`config.mk`:
```
export PLATFORM = sky130hd
export DESIGN_NAME = adcc_control
export DESIGN_NICKNAME = d
export VERILOG_FILES = /design/src/adcc_control.v
export VERILOG_INCLUDE_DIRS = /design/src
export SDC_FILE = /design/constraint.sdc
export NUM_CORES = 1
export LEC_CHECK = 0
export ABC_AREA = 1
export BUFFER_PORTS_ARGS = -buffer_cell sky130_fd_sc_hd__buf_2
export CAP_MARGIN = 10
export CORE_MARGIN = 1
export CORE_UTILIZATION = 40
export CTS_CLUSTER_SIZE = 28
export DETAILED_ROUTE_END_ITERATION = 10
export SYNTH_ARGS = -nofsm -noshare
export SYNTH_HDL_FRONTEND = slang
export SYNTH_SLANG_ARGS = --single-unit
```
`constraint.sdc`:
```
create_clock -name clk_i -period 3.2 [get_ports clk_i]
set_input_delay 0.96 -clock clk_i [delete_from_list [all_inputs] [get_ports clk_i]]
set_output_delay 0.96 -clock clk_i [all_outputs]
set_load 0.02 [all_outputs]
```
`src/adcc_defines.vh`:
```
// Register offsets, field positions, reset values and result width for the converter control
// Behaviour
// - Setting go/done starts conversion
// - Go/done stays set until conversion ends
// - Completion can raise interrupt when enabled
// - One result bit per bit-conversion period
// - Unimplemented bits read zero, ignore writes
// - Completion loads result, clears go, flags
`ifndef ADCC_DEFINES_VH
`define ADCC_DEFINES_VH
`define ADCC_OFS_PORT_A 8'h05
`define ADCC_OFS_INT_CTRL 8'h0B
`define ADCC_OFS_FLAGS_ONE 8'h0C
`define ADCC_OFS_RESULT 8'h1E
`define ADCC_OFS_CTRL_MAIN 8'h1F
`define ADCC_OFS_PORT_A_DIR 8'h85
`define ADCC_OFS_ENABLES_ONE 8'h8C
`define ADCC_OFS_PIN_CFG 8'h9F
`define ADCC_CTRL_MASK 8'hFD
`define ADCC_CTRL_GO_BIT 2
`define ADCC_CTRL_PWR_BIT 0
`define ADCC_CTRL_CLK_LSB 6
`define ADCC_CTRL_CHS_LSB 3
`define ADCC_PINCFG_MASK 8'h07
`define ADCC_PORT_A_PINS_MASK 8'h3F
`define ADCC_FLAGS_MASK 8'h40
`define ADCC_EN_MASK 8'h40
`define ADCC_INT_CTRL_MASK 8'hC0
`define ADCC_IRQ_BIT 6
`define ADCC_GIE_BIT 7
`define ADCC_PERIPHERAL_IRQ_ENABLE_BIT 6
`define ADCC_RST_CTRL 8'h00
`define ADCC_RST_PIN_CFG 8'h00
`define ADCC_RST_DIR 8'h3F
`define ADCC_RST_FLAGS 8'h00
`define ADCC_RST_ENABLES 8'h00
`define ADCC_RST_INT_CTRL 8'h00
`define ADCC_BITS 8
`endif

```
`src/adcc_control.v`:
```
// Converter control: register file, clock divider and successive approximation sequencer
`timescale 1ns/10ps
`include "adcc_defines.vh"
module adcc_control #(
  parameter DIV0 = 2,
  parameter DIV1 = 8,
  parameter DIV2 = 32,
  parameter DIV3 = 64
) (
  input wire clk_i,
  input wire rstn_i,
  input wire [7:0] addr_i,
  input wire [7:0] wdata_i,
  input wire wr_i,
  input wire rd_i,
  output reg [7:0] rdata_o,
  input wire [5:0] port_a_pins_i,
  input wire cmp_high_i,
  output reg [7:0] dac_code_o,
  output reg [2:0] channel_o,
  output reg [2:0] pin_config_o,
  output reg [5:0] port_a_direction_o,
  output reg sample_o,
  output reg power_on_o,
  output wire irq_o
);
  reg [7:0] ctrl_q;
  reg [7:0] pin_cfg_q;
  reg [7:0] dir_q;
  reg [7:0] flags_q;
  reg [7:0] enables_q;
  reg [7:0] int_ctrl_q;
  reg [7:0] result_q;
  reg [7:0] sar_q;
  reg [2:0] bit_q;
  reg [6:0] div_q;
  reg busy_q;
  reg [6:0] div_max;
  wire tad_tick;
  wire done;
  wire go_set;

  // Conversion clock select sets the bit period
  always @*
  begin
    case (ctrl_q[`ADCC_CTRL_CLK_LSB +: 2])
      2'd0: div_max = DIV0[6:0] - 7'd1;
      2'd1: div_max = DIV1[6:0] - 7'd1;
      2'd2: div_max = DIV2[6:0] - 7'd1;
      default: div_max = DIV3[6:0] - 7'd1;
    endcase
  end

  assign tad_tick = busy_q && (div_q == div_max);
  assign done = tad_tick && (bit_q == 3'd0);
  // A start needs power on; a write with go set while idle begins converting
  assign go_set = wr_i && (addr_i == `ADCC_OFS_CTRL_MAIN) && wdata_i[`ADCC_CTRL_GO_BIT]
    && wdata_i[`ADCC_CTRL_PWR_BIT] && !busy_q;

  always @(posedge clk_i or negedge rstn_i)
  begin
    if (!rstn_i)
    begin
      ctrl_q <= `ADCC_RST_CTRL;
      pin_cfg_q <= `ADCC_RST_PIN_CFG;
      dir_q <= `ADCC_RST_DIR;
      flags_q <= `ADCC_RST_FLAGS;
      enables_q <= `ADCC_RST_ENABLES;
      int_ctrl_q <= `ADCC_RST_INT_CTRL;
      result_q <= 8'h00;
      sar_q <= 8'h00;
      bit_q <= 3'd0;
      div_q <= 7'd0;
      busy_q <= 1'b0;
    end
    else
    begin
      if (wr_i)
      begin
        if (addr_i == `ADCC_OFS_CTRL_MAIN)
        begin
          // Go bit is owned by the sequencer; clearing it mid-conversion is ignored
          ctrl_q <= (wdata_i & `ADCC_CTRL_MASK & ~(8'h01 << `ADCC_CTRL_GO_BIT))
            | (ctrl_q & (8'h01 << `ADCC_CTRL_GO_BIT)) | (go_set ? 8'h04 : 8'h00);
        end
        else if (addr_i == `ADCC_OFS_PIN_CFG)
          pin_cfg_q <= wdata_i & `ADCC_PINCFG_MASK;
        else if (addr_i == `ADCC_OFS_PORT_A_DIR)
          dir_q <= wdata_i & `ADCC_PORT_A_PINS_MASK;
        else if (addr_i == `ADCC_OFS_ENABLES_ONE)
          enables_q <= wdata_i & `ADCC_EN_MASK;
        else if (addr_i == `ADCC_OFS_INT_CTRL)
          int_ctrl_q <= wdata_i & `ADCC_INT_CTRL_MASK;
      end
      // Flag write then hardware set: set wins
      if (wr_i && addr_i == `ADCC_OFS_FLAGS_ONE)
        flags_q <= (wdata_i & `ADCC_FLAGS_MASK) | (done ? 8'h40 : 8'h00);
      else if (rd_i && addr_i == `ADCC_OFS_FLAGS_ONE)
        flags_q <= done ? 8'h40 : 8'h00;
      else if (done)
        flags_q[`ADCC_IRQ_BIT] <= 1'b1;
      if (go_set)
      begin
        busy_q <= 1'b1;
        div_q <= 7'd0;
        bit_q <= 3'd7;
        sar_q <= 8'h80;
      end
      else if (busy_q)
      begin
        if (!ctrl_q[`ADCC_CTRL_PWR_BIT])
        begin
          // Power off aborts; old result kept
          busy_q <= 1'b0;
          ctrl_q[`ADCC_CTRL_GO_BIT] <= 1'b0;
        end
        else if (tad_tick)
        begin
          div_q <= 7'd0;
          if (!cmp_high_i)
            sar_q[bit_q] <= 1'b0;
          if (bit_q != 3'd0)
          begin
            sar_q[bit_q - 3'd1] <= 1'b1;
            bit_q <= bit_q - 3'd1;
          end
          else
          begin
            busy_q <= 1'b0;
            ctrl_q[`ADCC_CTRL_GO_BIT] <= 1'b0;
            result_q <= {sar_q[7:1], cmp_high_i};
          end
        end
        else
          div_q <= div_q + 7'd1;
      end
    end
  end

  // result_q only changes on done above
  always @(posedge clk_i or negedge rstn_i)
  begin
    if (!rstn_i)
      rdata_o <= 8'h00;
    else if (rd_i)
    begin
      if (addr_i == `ADCC_OFS_CTRL_MAIN)
        rdata_o <= ctrl_q;
      else if (addr_i == `ADCC_OFS_PIN_CFG)
        rdata_o <= pin_cfg_q;
      else if (addr_i == `ADCC_OFS_RESULT)
        rdata_o <= result_q;
      else if (addr_i == `ADCC_OFS_FLAGS_ONE)
        rdata_o <= flags_q;
      else if (addr_i == `ADCC_OFS_ENABLES_ONE)
        rdata_o <= enables_q;
      else if (addr_i == `ADCC_OFS_INT_CTRL)
        rdata_o <= int_ctrl_q;
      else if (addr_i == `ADCC_OFS_PORT_A_DIR)
        rdata_o <= dir_q;
      else if (addr_i == `ADCC_OFS_PORT_A)
        rdata_o <= {2'b00, port_a_pins_i};
      else
        rdata_o <= 8'h00;
    end
  end

  always @(posedge clk_i or negedge rstn_i)
  begin
    if (!rstn_i)
    begin
      dac_code_o <= 8'h00;
      channel_o <= 3'd0;
      pin_config_o <= 3'd0;
      port_a_direction_o <= 6'h3F;
      sample_o <= 1'b0;
      power_on_o <= 1'b0;
    end
    else
    begin
      dac_code_o <= sar_q;
      channel_o <= ctrl_q[`ADCC_CTRL_CHS_LSB +: 3];
      pin_config_o <= pin_cfg_q[2:0];
      port_a_direction_o <= dir_q[5:0];
      // Holder tracks the input whenever powered and idle
      sample_o <= ctrl_q[`ADCC_CTRL_PWR_BIT] && !busy_q;
      power_on_o <= ctrl_q[`ADCC_CTRL_PWR_BIT];
    end
  end

  assign irq_o = flags_q[`ADCC_IRQ_BIT] && enables_q[`ADCC_IRQ_BIT]
    && int_ctrl_q[`ADCC_GIE_BIT] && int_ctrl_q[`ADCC_PERIPHERAL_IRQ_ENABLE_BIT];
endmodule

```
After elaboration in Yosys (flattened, before gate mapping)

Index checks and enable logic that the tools add are counted.

Output and inout port bits: 31
Input port bits: 27
Bits in registers: 85
Word-level logic and storage cells: 133

Mux-type cells: 51
Equality and inequality tests: 11
Magnitude comparators: 4
Bitwise operators: 12
Reduce and logical (&&, ||, !) cells: 33
Add/sub/neg operators: 2

Operators with widths:

| operator                                                                     | number |
|---|---|
| 8-bit two-way mux                                                            | 17 |
| 7-bit two-way mux                                                            | 5 |
| 8-bit == test, second input constant                                         | 3 |
| 3-bit two-way mux                                                            | 8 |
| 6-bit two-way mux                                                            | 3 |
| 6-bit one-hot mux with 3 select lines                                        | 1 |
| 8-bit by 4-bit == test with 1-bit output, second input constant              | 2 |
| 8-bit by 5-bit == test with 1-bit output, second input constant              | 2 |
| 8-bit by 3-bit bitwise OR with 8-bit output                                  | 2 |
| 1-bit two-way mux                                                            | 15 |
| 1-bit logical AND                                                            | 14 |
| 5-bit AND reduction                                                          | 2 |
| 2-bit nonzero test                                                           | 5 |
| 8-bit AND                                                                    | 1 |
| 8-bit by 3-bit == test with 1-bit output, second input constant              | 1 |
| 3-bit by 4-bit less-than comparator with 1-bit output, second input constant | 2 |
| 8-bit inverter                                                               | 1 |
| 7-bit by 8-bit bitwise OR with 8-bit output                                  | 1 |
| 8-bit bitwise OR                                                             | 1 |
| 4-bit AND reduction                                                          | 2 |
| 7-bit by 1-bit adder with 7-bit output, second input constant                | 1 |
| 7-bit == test                                                                | 1 |
| 1-bit demux with 3-bit select                                                | 2 |
| 3-bit by 1-bit >= comparator with 1-bit output, second input constant        | 2 |
| other kinds (11)                                                             | 19 |

Depth between registers and ports, before layout

Gate-level depths: netlist of the first run.

Depth in word-level cells: 17
Mapped depth: 10
Mapped depth without buffers: 9

Least setup slack after synthesis of the first run

No wires, ideal clock.

Path type: input to register
Start point: in addr_i[6]
End point: reg bit_q[0]
Library setup time: 65 ps
Data required time: 3135 ps
Buffers on the path: 0
Slack: 1234 ps
Stages on the path: 9
Arrival time: 1901 ps
Cells stage by stage: inv_1 -> nand2_1 -> nor2_4 -> nand2_2 -> nor2_4 -> nand4_2 -> nand2_1 -> nand3_1 -> nand2_1

Longest elaborated chain between the ends: 7
Elaborated cells between the ends (all ways): 11
Classes of those cells: 1 x eq/ne; 1 x mux; 9 x reduce/logical

RTL lines:

| item                                                        | RTL line           | source |
|---|---|---|
| from (decl)                                                 | adcc_control.v:12  | `input wire [7:0] addr_i,` |
| 8-bit by 5-bit == test with 1-bit output (no source line) * | --                 |  |
| 1-bit logical AND * (4 in a row)                            | adcc_control.v:57  | `` assign go_set = wr_i && (addr_i == `ADCC_OFS_CTRL_MAIN) && wdata_i[`ADCC_CTRL_GO_BIT] `` |
| 2-bit nonzero test (no source line)                         | --                 |  |
| 4-bit AND reduction (no source line)                        | --                 |  |
| to (signal assigned)                                        | adcc_control.v:125 | `bit_q <= bit_q - 3'd1;` |
| to (decl)                                                   | adcc_control.v:35  | `reg [2:0] bit_q;` |

Every way passes the cells marked *; elsewhere a longest branch is shown, timed or not.
A chain may end at the register's enable or synchronous reset.

Worst setup path after layout of the first run

Ends and elaborated chain as after synthesis.

==> impl_metrics.env, run 1 <==
export IMPL_dp_slack_ns=0.616
export IMPL_synth_area_um2=3610
export IMPL_fin_skew_ns=0.00759
export IMPL_die_x_um=97.0
export IMPL_clk_latency_ns=0.35
export IMPL_grt_pass1_wl_um=13700
export IMPL_worstPathRequired_ns=3.50
export IMPL_diodes=0
export IMPL_dieHeight_um=97.0
export IMPL_yosys_top_cells_count="nand2_1 (90), dfrtp_1 (65), inv_1 (40), nand3_1 (35), nor2_1 (34)"
export IMPL_synth_top_cell_by_area="dfrtp_1"
export IMPL_worstPathArrival_ns=2.52
export IMPL_max_slew_margin=0.361
export IMPL_ys_ff_latch=77
export IMPL_drive_gt1_frac=0.253
export IMPL_peakVddDrop_mv=0.227
export IMPL_core_area_um2=8720
export IMPL_seq_area_frac_synth=0.538
export IMPL_placed_cells=555
export IMPL_syn_nets=426
export IMPL_root_buffer="clkbuf_8"
export IMPL_drtIter0Drc=185
export IMPL_cellPowerDensity_nw_per_um2=470
export IMPL_outcome="finished clean"
export IMPL_start_util=0.414
export IMPL_cts_tree="done"
export IMPL_setup_violations=0
export IMPL_timing_hold_violations_final=0
export IMPL_fin_util=0.480
export IMPL_cts_path_max_buffers=2
export IMPL_synth_area_per_cell_um2=9.11
export IMPL_path_max_fanout=14
export IMPL_endpoint_kind="flop"
export IMPL_track_usage=0.183
export IMPL_dp_hpwl_um=6010
export IMPL_cts_resized_gates=0
export IMPL_antenna_found_initial=0
export IMPL_criticalPathCategory="input pin to flop"
export IMPL_synth_warning_count=0
export IMPL_io_pins=58
export IMPL_max_cap_violations=0
export IMPL_synth_cell_types=37
export IMPL_fin_crit_ns=2.22
export IMPL_leakage_nw=2.05
export IMPL_synth_top_area_frac=0.451
export IMPL_met3WireLength_um=416
export IMPL_highest_layer="met4"
export IMPL_overflow=0
export IMPL_first_pass_iters=5
export IMPL_wl_um=8190
export IMPL_finalWeightedCongestion=0.793
export IMPL_async_flop_share=1.00
export IMPL_ys_flop_type="dfrtp_1"
export IMPL_worstSetupStartpointType="input pin"
export IMPL_rows=34
export IMPL_drc=0
export IMPL_synth_most_common_cell="nand2_1"
export IMPL_max_freq_mhz=450
export IMPL_placed_area_um2=3980
export IMPL_met2_length_um=3870
export IMPL_postLayoutCellArea_um2=4190
export IMPL_area_delta_synth_final_pct=16.1
export IMPL_post_cts_setup_buffers=0
export IMPL_synth_top_cells_by_area="dfrtp_1 (45%), nand2_1 (9.4%), dfstp_2 (8.7%)"
export IMPL_worst_pin_slew_ns=0.958
export IMPL_wl_per_cell_um=14.3
export IMPL_n_fill_cell=848
export IMPL_viasPerCell=5.03
export IMPL_clock_sinks=77
export IMPL_hold_class="flop to flop"
export IMPL_ant_nets=0
export IMPL_wl_met1_um=3810
export IMPL_multi_input_area_um2=1460
export IMPL_clk_pin_slew_ns=0.09
export IMPL_via_count=2870
export IMPL_htree_levels=3
export IMPL_cts_buffers=9
export IMPL_period_share=0.694
export IMPL_regArea_um2=1940
export IMPL_grt_max_degree=78
export IMPL_rsz0062_at_grt="no"
export IMPL_tns_ns=0
export IMPL_grt_pass1_vias=2844
export IMPL_port_buffers=57
export IMPL_synth_edf_count=0
export IMPL_postSynthCellCount=396
export IMPL_instances_no_fill=571
export IMPL_slew_violations=0
export IMPL_worst_slack_ns=0.979
export IMPL_whs_ns=0.373
export IMPL_total_power_mw=1.97
export IMPL_dieArea_um2=9400
export IMPL_hold_buffers=0
export IMPL_fin_nets=488
flip-flops by register name, indices dropped and copies added (netlist names):
| signal | count |
|---|---|
| power_on_o | 1 |
| enables_q | 1 |
| div_q | 7 |
| sample_o | 1 |
| result_q | 8 |
| pin_config_o | 3 |
| channel_o | 3 |
| bit_q | 3 |
| rdata_o | 8 |
| sar_q | 8 |
| port_a_direction_o | 6 |
| pin_cfg_q | 3 |
| busy_q | 1 |
| dir_q | 6 |
| ctrl_q | 7 |
| int_ctrl_q | 2 |
| flags_q | 1 |
| dac_code_o | 8 |
critical path, stage by stage:
cell     delay, ns
buf_2         0.10
inv_1         0.08
nand2_1       0.10
nor2_4        0.22
nand2_2       0.20
nor2_4        0.28
nand4_2       0.28
nand2_1       0.14
nand3_1       0.09
nand2_1       0.06
final cells by class:
class,instances,area share
Sequential cell,77,0.464
Multi-Input combinational cell,270,0.347
Timing Repair Buffer,57,0.0687
Inverter,43,0.0388
Tap cell,108,0.0323
Clock buffer,9,0.0296
Clock inverter,7,0.0194
cell families (layout without fill, tap and decap cells):
| group | count (synthesis) | count (layout) | synth area share |
|---|---|---|---|
| and+or+nand+nor | 201 | 201 | 0.274 |
| DFF | 77 | 77 | 0.538 |
| AOI/OAI and AO/OA | 57 | 57 | 0.0947 |
| buffers and inverters | 49 | 116 | 0.0583 |
| xor gates and xnor gates | 5 | 5 | 0.0121 |
| muxes | 4 | 4 | 0.0125 |
| adders and majority gates | 3 | 3 | 0.0104 |
routing by layer:
layer  GRT usage  vias to the layer above
li1            -                     1434
met1       0.241                     1341
met2       0.303                       83
met3      0.0434                       12
met4      0.0448                        0
met5           0                        -
power by group:
group	total, mW	leakage (nW)	internal, mW	switching (mW)
registers	1.05	0.864	1.02	0.0284
logic	0.159	1.09	0.0492	0.110
clock network	0.760	0.0944	0.371	0.389
worst paths after layout:
path	startpoint	endpoint	slack [ns]	cells after the start
worst max-delay path	addr_i[6]	bit_q[0]	0.98	10
worst min-delay path	dir_q[5]	port_a_direction_o[5]	0.37	0
worst max register to register	bit_q[0]	result_q[3]	1.43	9
worst min register to register	dir_q[5]	port_a_direction_o[5]	0.37	0
max in group asynchronous	rstn_i	div_q[5]	1.83	1
min in group asynchronous	rstn_i	channel_o[1]	0.74	1
cells in the final DEF, fill, tap and decap left out, types with 3 or more instances in the layout:
cell type	count
a21oi_1	16
buf_2	56
clkbuf_8	9
clkinvlp_4	3
dfrtp_1	65
dfstp_2	12
ha_1	3
inv_1	40
mux2_1	4
nand2_1	90
nand2_2	7
nand2_4	3
nand3_1	35
nand4_1	12
nor2_1	34
nor2_4	5
nor3_1	6
o21ai_0	19
o21ai_2	7
o22a_1	3
o22ai_1	6
xor2_1	3
(Power assumes the default switching activity.)
==> run 2: changes to the inputs <==
--- a/config.mk
+++ b/config.mk
@@ -6,7 +6,7 @@
 export SDC_FILE = /design/constraint.sdc
 export NUM_CORES = 1
 export LEC_CHECK = 0
-export ABC_AREA = 1
+export ABC_AREA = 0
 export BUFFER_PORTS_ARGS = -buffer_cell sky130_fd_sc_hd__buf_2
 export CAP_MARGIN = 10
 export CORE_MARGIN = 1
==> constraint.sdc (replaced) <==
create_clock -name clk_i -period 2.2 [get_ports clk_i]
set_input_delay 0.66 -clock clk_i [delete_from_list [all_inputs] [get_ports clk_i]]
set_output_delay 0.66 -clock clk_i [all_outputs]
set_load 0.02 [all_outputs]
==> impl_metrics.env, run 2 <==
export IMPL_grt_max_degree=35
export IMPL_ys_ff_latch=77
export IMPL_peakVddDrop_mv=0.306
export IMPL_first_pass_iters=4
export IMPL_area_delta_synth_final_pct=21.2
export IMPL_worst_pin_slew_ns=0.458
export IMPL_cts_path_max_buffers=2
export IMPL_ys_flop_type="dfrtp_1"
export IMPL_leakage_nw=2.04
export IMPL_layout_commonest_cell="dfrtp_1"
export IMPL_r2r_start="ctrl_q[7]"
export IMPL_clk_latency_ns=0.36
export IMPL_cellPowerDensity_nw_per_um2=638
export IMPL_fin_crit_ns=2.06
export IMPL_clock_sinks=77
export IMPL_grt_pass1_vias=2687
export IMPL_worst_slack_ns=0.141
export IMPL_grt_util_met1=0.270
export IMPL_fin_nets=414
export IMPL_dp_slack_ns=-0.231
export IMPL_hold_buffers=0
export IMPL_yosys_top_cells_count="dfrtp_1 (65), nor2_1 (24), mux2_2 (20), nand2_1 (18), a21oi_1 (15)"
export IMPL_startpoint="addr_i[1]"
export IMPL_postSynthCellCount=304
export IMPL_slew_violations=0
export IMPL_drc=0
export IMPL_post_cts_setup_buffers=0
export IMPL_max_freq_mhz=486
export IMPL_dp_hpwl_um=5970
export IMPL_root_buffer="clkbuf_8"
export IMPL_synth_top_area_frac=0.464
export IMPL_finalWeightedCongestion=0.862
export IMPL_synth_area_um2=3500
export IMPL_wl_um=8240
export IMPL_synth_area_per_cell_um2=11.5
export IMPL_timing_hold_violations_final=0
export IMPL_placed_area_um2=4070
export IMPL_cts_tree="done"
export IMPL_die_x_um=95.6
export IMPL_track_usage=0.202
export IMPL_r2r_end="result_q[5]"
export IMPL_period_share=0.936
export IMPL_setup_violations=0
export IMPL_syn_nets=334
export IMPL_overflow=0
export IMPL_cts_resized_gates=0
export IMPL_outcome="finished clean"
export IMPL_io_pins=58
export IMPL_dieHeight_um=95.6
export IMPL_wl_per_cell_um=16.7
export IMPL_dieArea_um2=9140
export IMPL_htree_levels=3
export IMPL_grt_busiest_layer="met2"
export IMPL_cts_buffers=9
export IMPL_synth_top_cells_by_area="dfrtp_1 (46%), dfstp_2 (9.0%), mux2_2 (6.4%)"
export IMPL_worstPathArrival_ns=2.35
export IMPL_endpoint="dir_q[1]"
export IMPL_drive_gt1_frac=0.357
export IMPL_rrSetupSlack_ns=0.22
export IMPL_drtIter0Drc=150
export IMPL_instances_no_fill=494
export IMPL_use_met2=0.316
export IMPL_diodes=0
export IMPL_fin_skew_ns=0.0124
export IMPL_ant_nets=0
export IMPL_rows=33
export IMPL_grt_pass1_wl_um=13800
export IMPL_fin_util=0.509
export IMPL_max_cap_violations=0
export IMPL_max_slew_margin=0.692
export IMPL_start_util=0.420
export IMPL_rsz0062_at_grt="no"
export IMPL_placed_cells=478
export IMPL_tns_ns=0
export IMPL_endpoint_kind="flop"
export IMPL_synth_most_common_cell="dfrtp_1"
export IMPL_synth_cell_types=52
export IMPL_final_cell_mix="dfrtp_1 (65), buf_2 (56), buf_4 (25), nor2_1 (24), mux2_2 (20)"
export IMPL_port_buffers=57
export IMPL_antenna_found_initial=0
export IMPL_clk_pin_slew_ns=0.09
export IMPL_viasPerCell=5.48
export IMPL_via_count=2705
export IMPL_core_area_um2=8340
export IMPL_worstSetupStartpointType="input pin"
export IMPL_seq_area_frac_synth=0.554
export IMPL_synth_edf_count=0
export IMPL_postLayoutCellArea_um2=4250
export IMPL_path_max_fanout=6
export IMPL_synth_top_cell_by_area="dfrtp_1"
export IMPL_synth_warning_count=0
export IMPL_worstPathRequired_ns=2.49
export IMPL_async_flop_share=1.00
export IMPL_grt_util_met3=0.0566
export IMPL_criticalPathCategory="input pin to flop"
export IMPL_hold_class="input pin to async pin"
export IMPL_reg2reg_depth=6
==> run 2: power breakdown <==
| part | total [mW] | internal, mW | switching, mW | leakage [nW] |
|---|---|---|---|---|
| logic | 0.241 | 0.0972 | 0.144 | 0.955 |
| registers | 1.49 | 1.46 | 0.0263 | 0.985 |
| clock network | 0.981 | 0.426 | 0.555 | 0.0953 |
==> run 2: logic make-up after synthesis <==
logic type,after synthesis,share of synthesized area
muxes,38,0.124
adders and majority gates,3,0.0107
xor gates and xnor gates,6,0.0150
buffers and inverters,21,0.0246
DFF,77,0.554
AOI/OAI and AO/OA,58,0.112
and+or+nand+nor,101,0.159
==> run 2: layout make-up <==
type / count / area (um2)
Clock buffer: 9 / 124
Timing Repair Buffer: 82 / 488
Inverter: 8 / 30.0
Multi-Input combinational cell: 206 / 1480
Tap cell: 105 / 131
Clock inverter: 7 / 55.1
Sequential cell: 77 / 1940
Fill cell: 788 / 4090
==> run 2: worst min path at each step <==
stage | from | end | slack [ns]
after floorplan | sar_q[0] | dac_code_o[0] | 0.35
after global placement | sar_q[0] | dac_code_o[0] | 0.37
after detailed placement | sar_q[0] | dac_code_o[0] | 0.36
after CTS | rstn_i | channel_o[0] | 0.20
after global routing | rstn_i | channel_o[0] | 0.20
final | rstn_i | channel_o[0] | 0.20
==> run 2: metal layers <==
layer,share of wire,routed length (um),vias up
met2,0.47,3880,86
met1,0.45,3690,1334
met3,0.068,564,10
met4,0.013,105,0
met5,0,0,-
li1,-,-,1275
==> run 2: critical path: stages <==
cell and delay [ns]:
buf_2 0.10, or4_4 0.54, or3_1 0.40, a211o_4 0.34, mux2_4 0.31
==> run 2: stage by stage <==
stage | hold slack [ns] | total power [mW]
after floorplan | 0.347 | 1.62
after global placement | 0.365 | 1.75
after detailed placement | 0.356 | 1.76
after CTS | 0.202 | 2.75
after global routing | 0.204 | 2.85
final | 0.201 | 2.71
==> run 3: changes to the inputs <==
--- a/config.mk
+++ b/config.mk
@@ -9,10 +9,14 @@
 export ABC_AREA = 0
 export BUFFER_PORTS_ARGS = -buffer_cell sky130_fd_sc_hd__buf_2
 export CAP_MARGIN = 10
+export CELL_PAD_IN_SITES_DETAIL_PLACEMENT = 0
+export CELL_PAD_IN_SITES_GLOBAL_PLACEMENT = 1
 export CORE_MARGIN = 1
 export CORE_UTILIZATION = 40
 export CTS_CLUSTER_SIZE = 28
 export DETAILED_ROUTE_END_ITERATION = 10
+export PLACE_DENSITY = 0.81
+export RECOVER_POWER = 100
 export SYNTH_ARGS = -nofsm -noshare
 export SYNTH_HDL_FRONTEND = slang
 export SYNTH_SLANG_ARGS = --single-unit
==> impl_metrics.env, run 3 (synthesis gave the netlist of run 2 again) <==
export IMPL_drc=0
export IMPL_n_fill_cell=790
export IMPL_dp_slack_ns=-0.239
export IMPL_cts_path_max_buffers=2
export IMPL_r2r_end="result_q[5]"
export IMPL_grt_pass1_vias=2694
export IMPL_rrSetupSlack_ns=0.17
export IMPL_endpoint_kind="flop"
export IMPL_postLayoutCellArea_um2=4200
export IMPL_setup_violations=0
export IMPL_max_freq_mhz=478
export IMPL_hold_buffers=0
export IMPL_netSwitchingFraction=0.249
export IMPL_rsz0062_at_grt="no"
export IMPL_grt_pass1_wl_um=13300
export IMPL_max_slew_margin=0.343
export IMPL_r2r_start="ctrl_q[7]"
export IMPL_fin_skew_ns=0.0155
export IMPL_cellPowerDensity_nw_per_um2=696
export IMPL_rows=33
export IMPL_leakage_nw=1.88
export IMPL_clockPowerShare=0.416
export IMPL_track_usage=0.194
export IMPL_tns_ns=0
export IMPL_hold_class="input pin to async pin"
export IMPL_p_int_mw=2.20
export IMPL_final_cell_mix="dfrtp_1 (65), clkbuf_1 (38), buf_2 (25), nor2_1 (24), mux2_2 (20)"
export IMPL_cts_resized_gates=0
export IMPL_worst_pin_slew_ns=0.986
export IMPL_cp_cell_sequence="buf_2 -> or4_1 -> or3_1 -> a211o_4 -> mux2_1"
export IMPL_crit_family="simple AND/OR/NAND/NOR gates"
export IMPL_clk_pin_slew_ns=0.09
export IMPL_wl_um=8090
export IMPL_wl_per_cell_um=16.4
export IMPL_peakVddDrop_mv=0.397
export IMPL_dieArea_um2=9140
export IMPL_htree_levels=3
export IMPL_clk_latency_ns=0.36
export IMPL_worstSetupStartpointType="input pin"
export IMPL_drtIter0Drc=89
export IMPL_overflow=0
export IMPL_outcome="finished clean"
export IMPL_diodes=0
export IMPL_finalWeightedCongestion=0.842
export IMPL_path_buf_inv=1
export IMPL_cts_tree="done"
export IMPL_dieHeight_um=95.6
export IMPL_dp_hpwl_um=5920
export IMPL_cts_buffers=9
export IMPL_root_buffer="clkbuf_8"
export IMPL_clock_sinks=77
export IMPL_start_util=0.420
export IMPL_grt_max_degree=48
export IMPL_worstPathRequired_ns=2.48
export IMPL_drive_gt1_frac=0.227
export IMPL_antenna_found_initial=0
export IMPL_first_pass_iters=4
export IMPL_fin_util=0.503
export IMPL_cpPeakStageDelay_ns=0.54
export IMPL_ant_nets=0
export IMPL_slew_violations=0
export IMPL_max_cap_violations=0
export IMPL_viasPerCell=5.41
export IMPL_io_pins=58
export IMPL_worst_slack_ns=0.109
export IMPL_period_share=0.951
export IMPL_fin_crit_ns=2.09
export IMPL_crit_slowest_cell="or4_1"
export IMPL_whs_ns=0.365
export IMPL_timing_hold_violations_final=0
export IMPL_post_cts_setup_buffers=0
export IMPL_startpoint="addr_i[1]"
export IMPL_via_count=2665
export IMPL_comb_power_share=0.077
export IMPL_placed_area_um2=4060
export IMPL_path_max_fanout=6
export IMPL_die_x_um=95.6
export IMPL_p_sw_mw=0.727
export IMPL_area_delta_synth_final_pct=19.8
export IMPL_layout_commonest_cell="dfrtp_1"
export IMPL_power_frac_seq=0.507
export IMPL_fin_nets=413
export IMPL_criticalPathCategory="input pin to flop"
export IMPL_reg2reg_depth=6
export IMPL_core_area_um2=8340
export IMPL_worstPathArrival_ns=2.37
export IMPL_port_buffers=57
-- run 3: layer usage --
| layer | wire, um | track usage |
|---|---|---|
| met4 | 117 | 0.0535 |
| met3 | 463 | 0.0574 |
| met1 | 3760 | 0.255 |
| met2 | 3750 | 0.313 |
| met5 | 0 | 0 |
-- run 3: how the worst max path moves through the flow --
stage	end	depth (start not counted)
floorplan	dir_q[0]	5
global route	rdata_o[0]	7
CTS	dir_q[0]	5
finish	dir_q[0]	5
detailed placement	dir_q[0]	5
global placement	dir_q[3]	5
-- run 3: worst register-to-register path, stage by stage (launching register included) --
cell and delay, ns:
dfrtp_1 0.45, nand3b_1 0.19, a21oi_1 0.25, o21ai_0 0.20, nor4_4 0.29, buf_4 0.20
mux2_2 0.34
-- run 3: layout make-up --
class | instances | area [um2] | share of cell area
sequential | 77 | 1940 | 0.462
clock buffer | 9 | 124 | 0.0295
clock inverter | 7 | 105 | 0.0250
tap | 105 | 131 | 0.0313
timing repair buffer | 81 | 413 | 0.0983
multi-input combinational | 206 | 1450 | 0.346
inverter | 8 | 30.0 | 0.00715
-- run 3: power groups by stage --
stage / logic [mW] / registers [mW] / clock network (mW)
floorplan: 0.0932 / 1.53 / 0
finish: 0.226 / 1.48 / 1.22
CTS: 0.243 / 1.49 / 1.25
global route: 0.252 / 1.49 / 1.31
global placement: 0.239 / 1.51 / 0
detailed placement: 0.242 / 1.51 / 0
-- run 3: stage by stage --
step                std cells  power [mW]
finish                    493        2.92
CTS                       493        2.98
detailed placement        477        1.75
global placement          477        1.75
floorplan                 304        1.62
global route              493        3.05
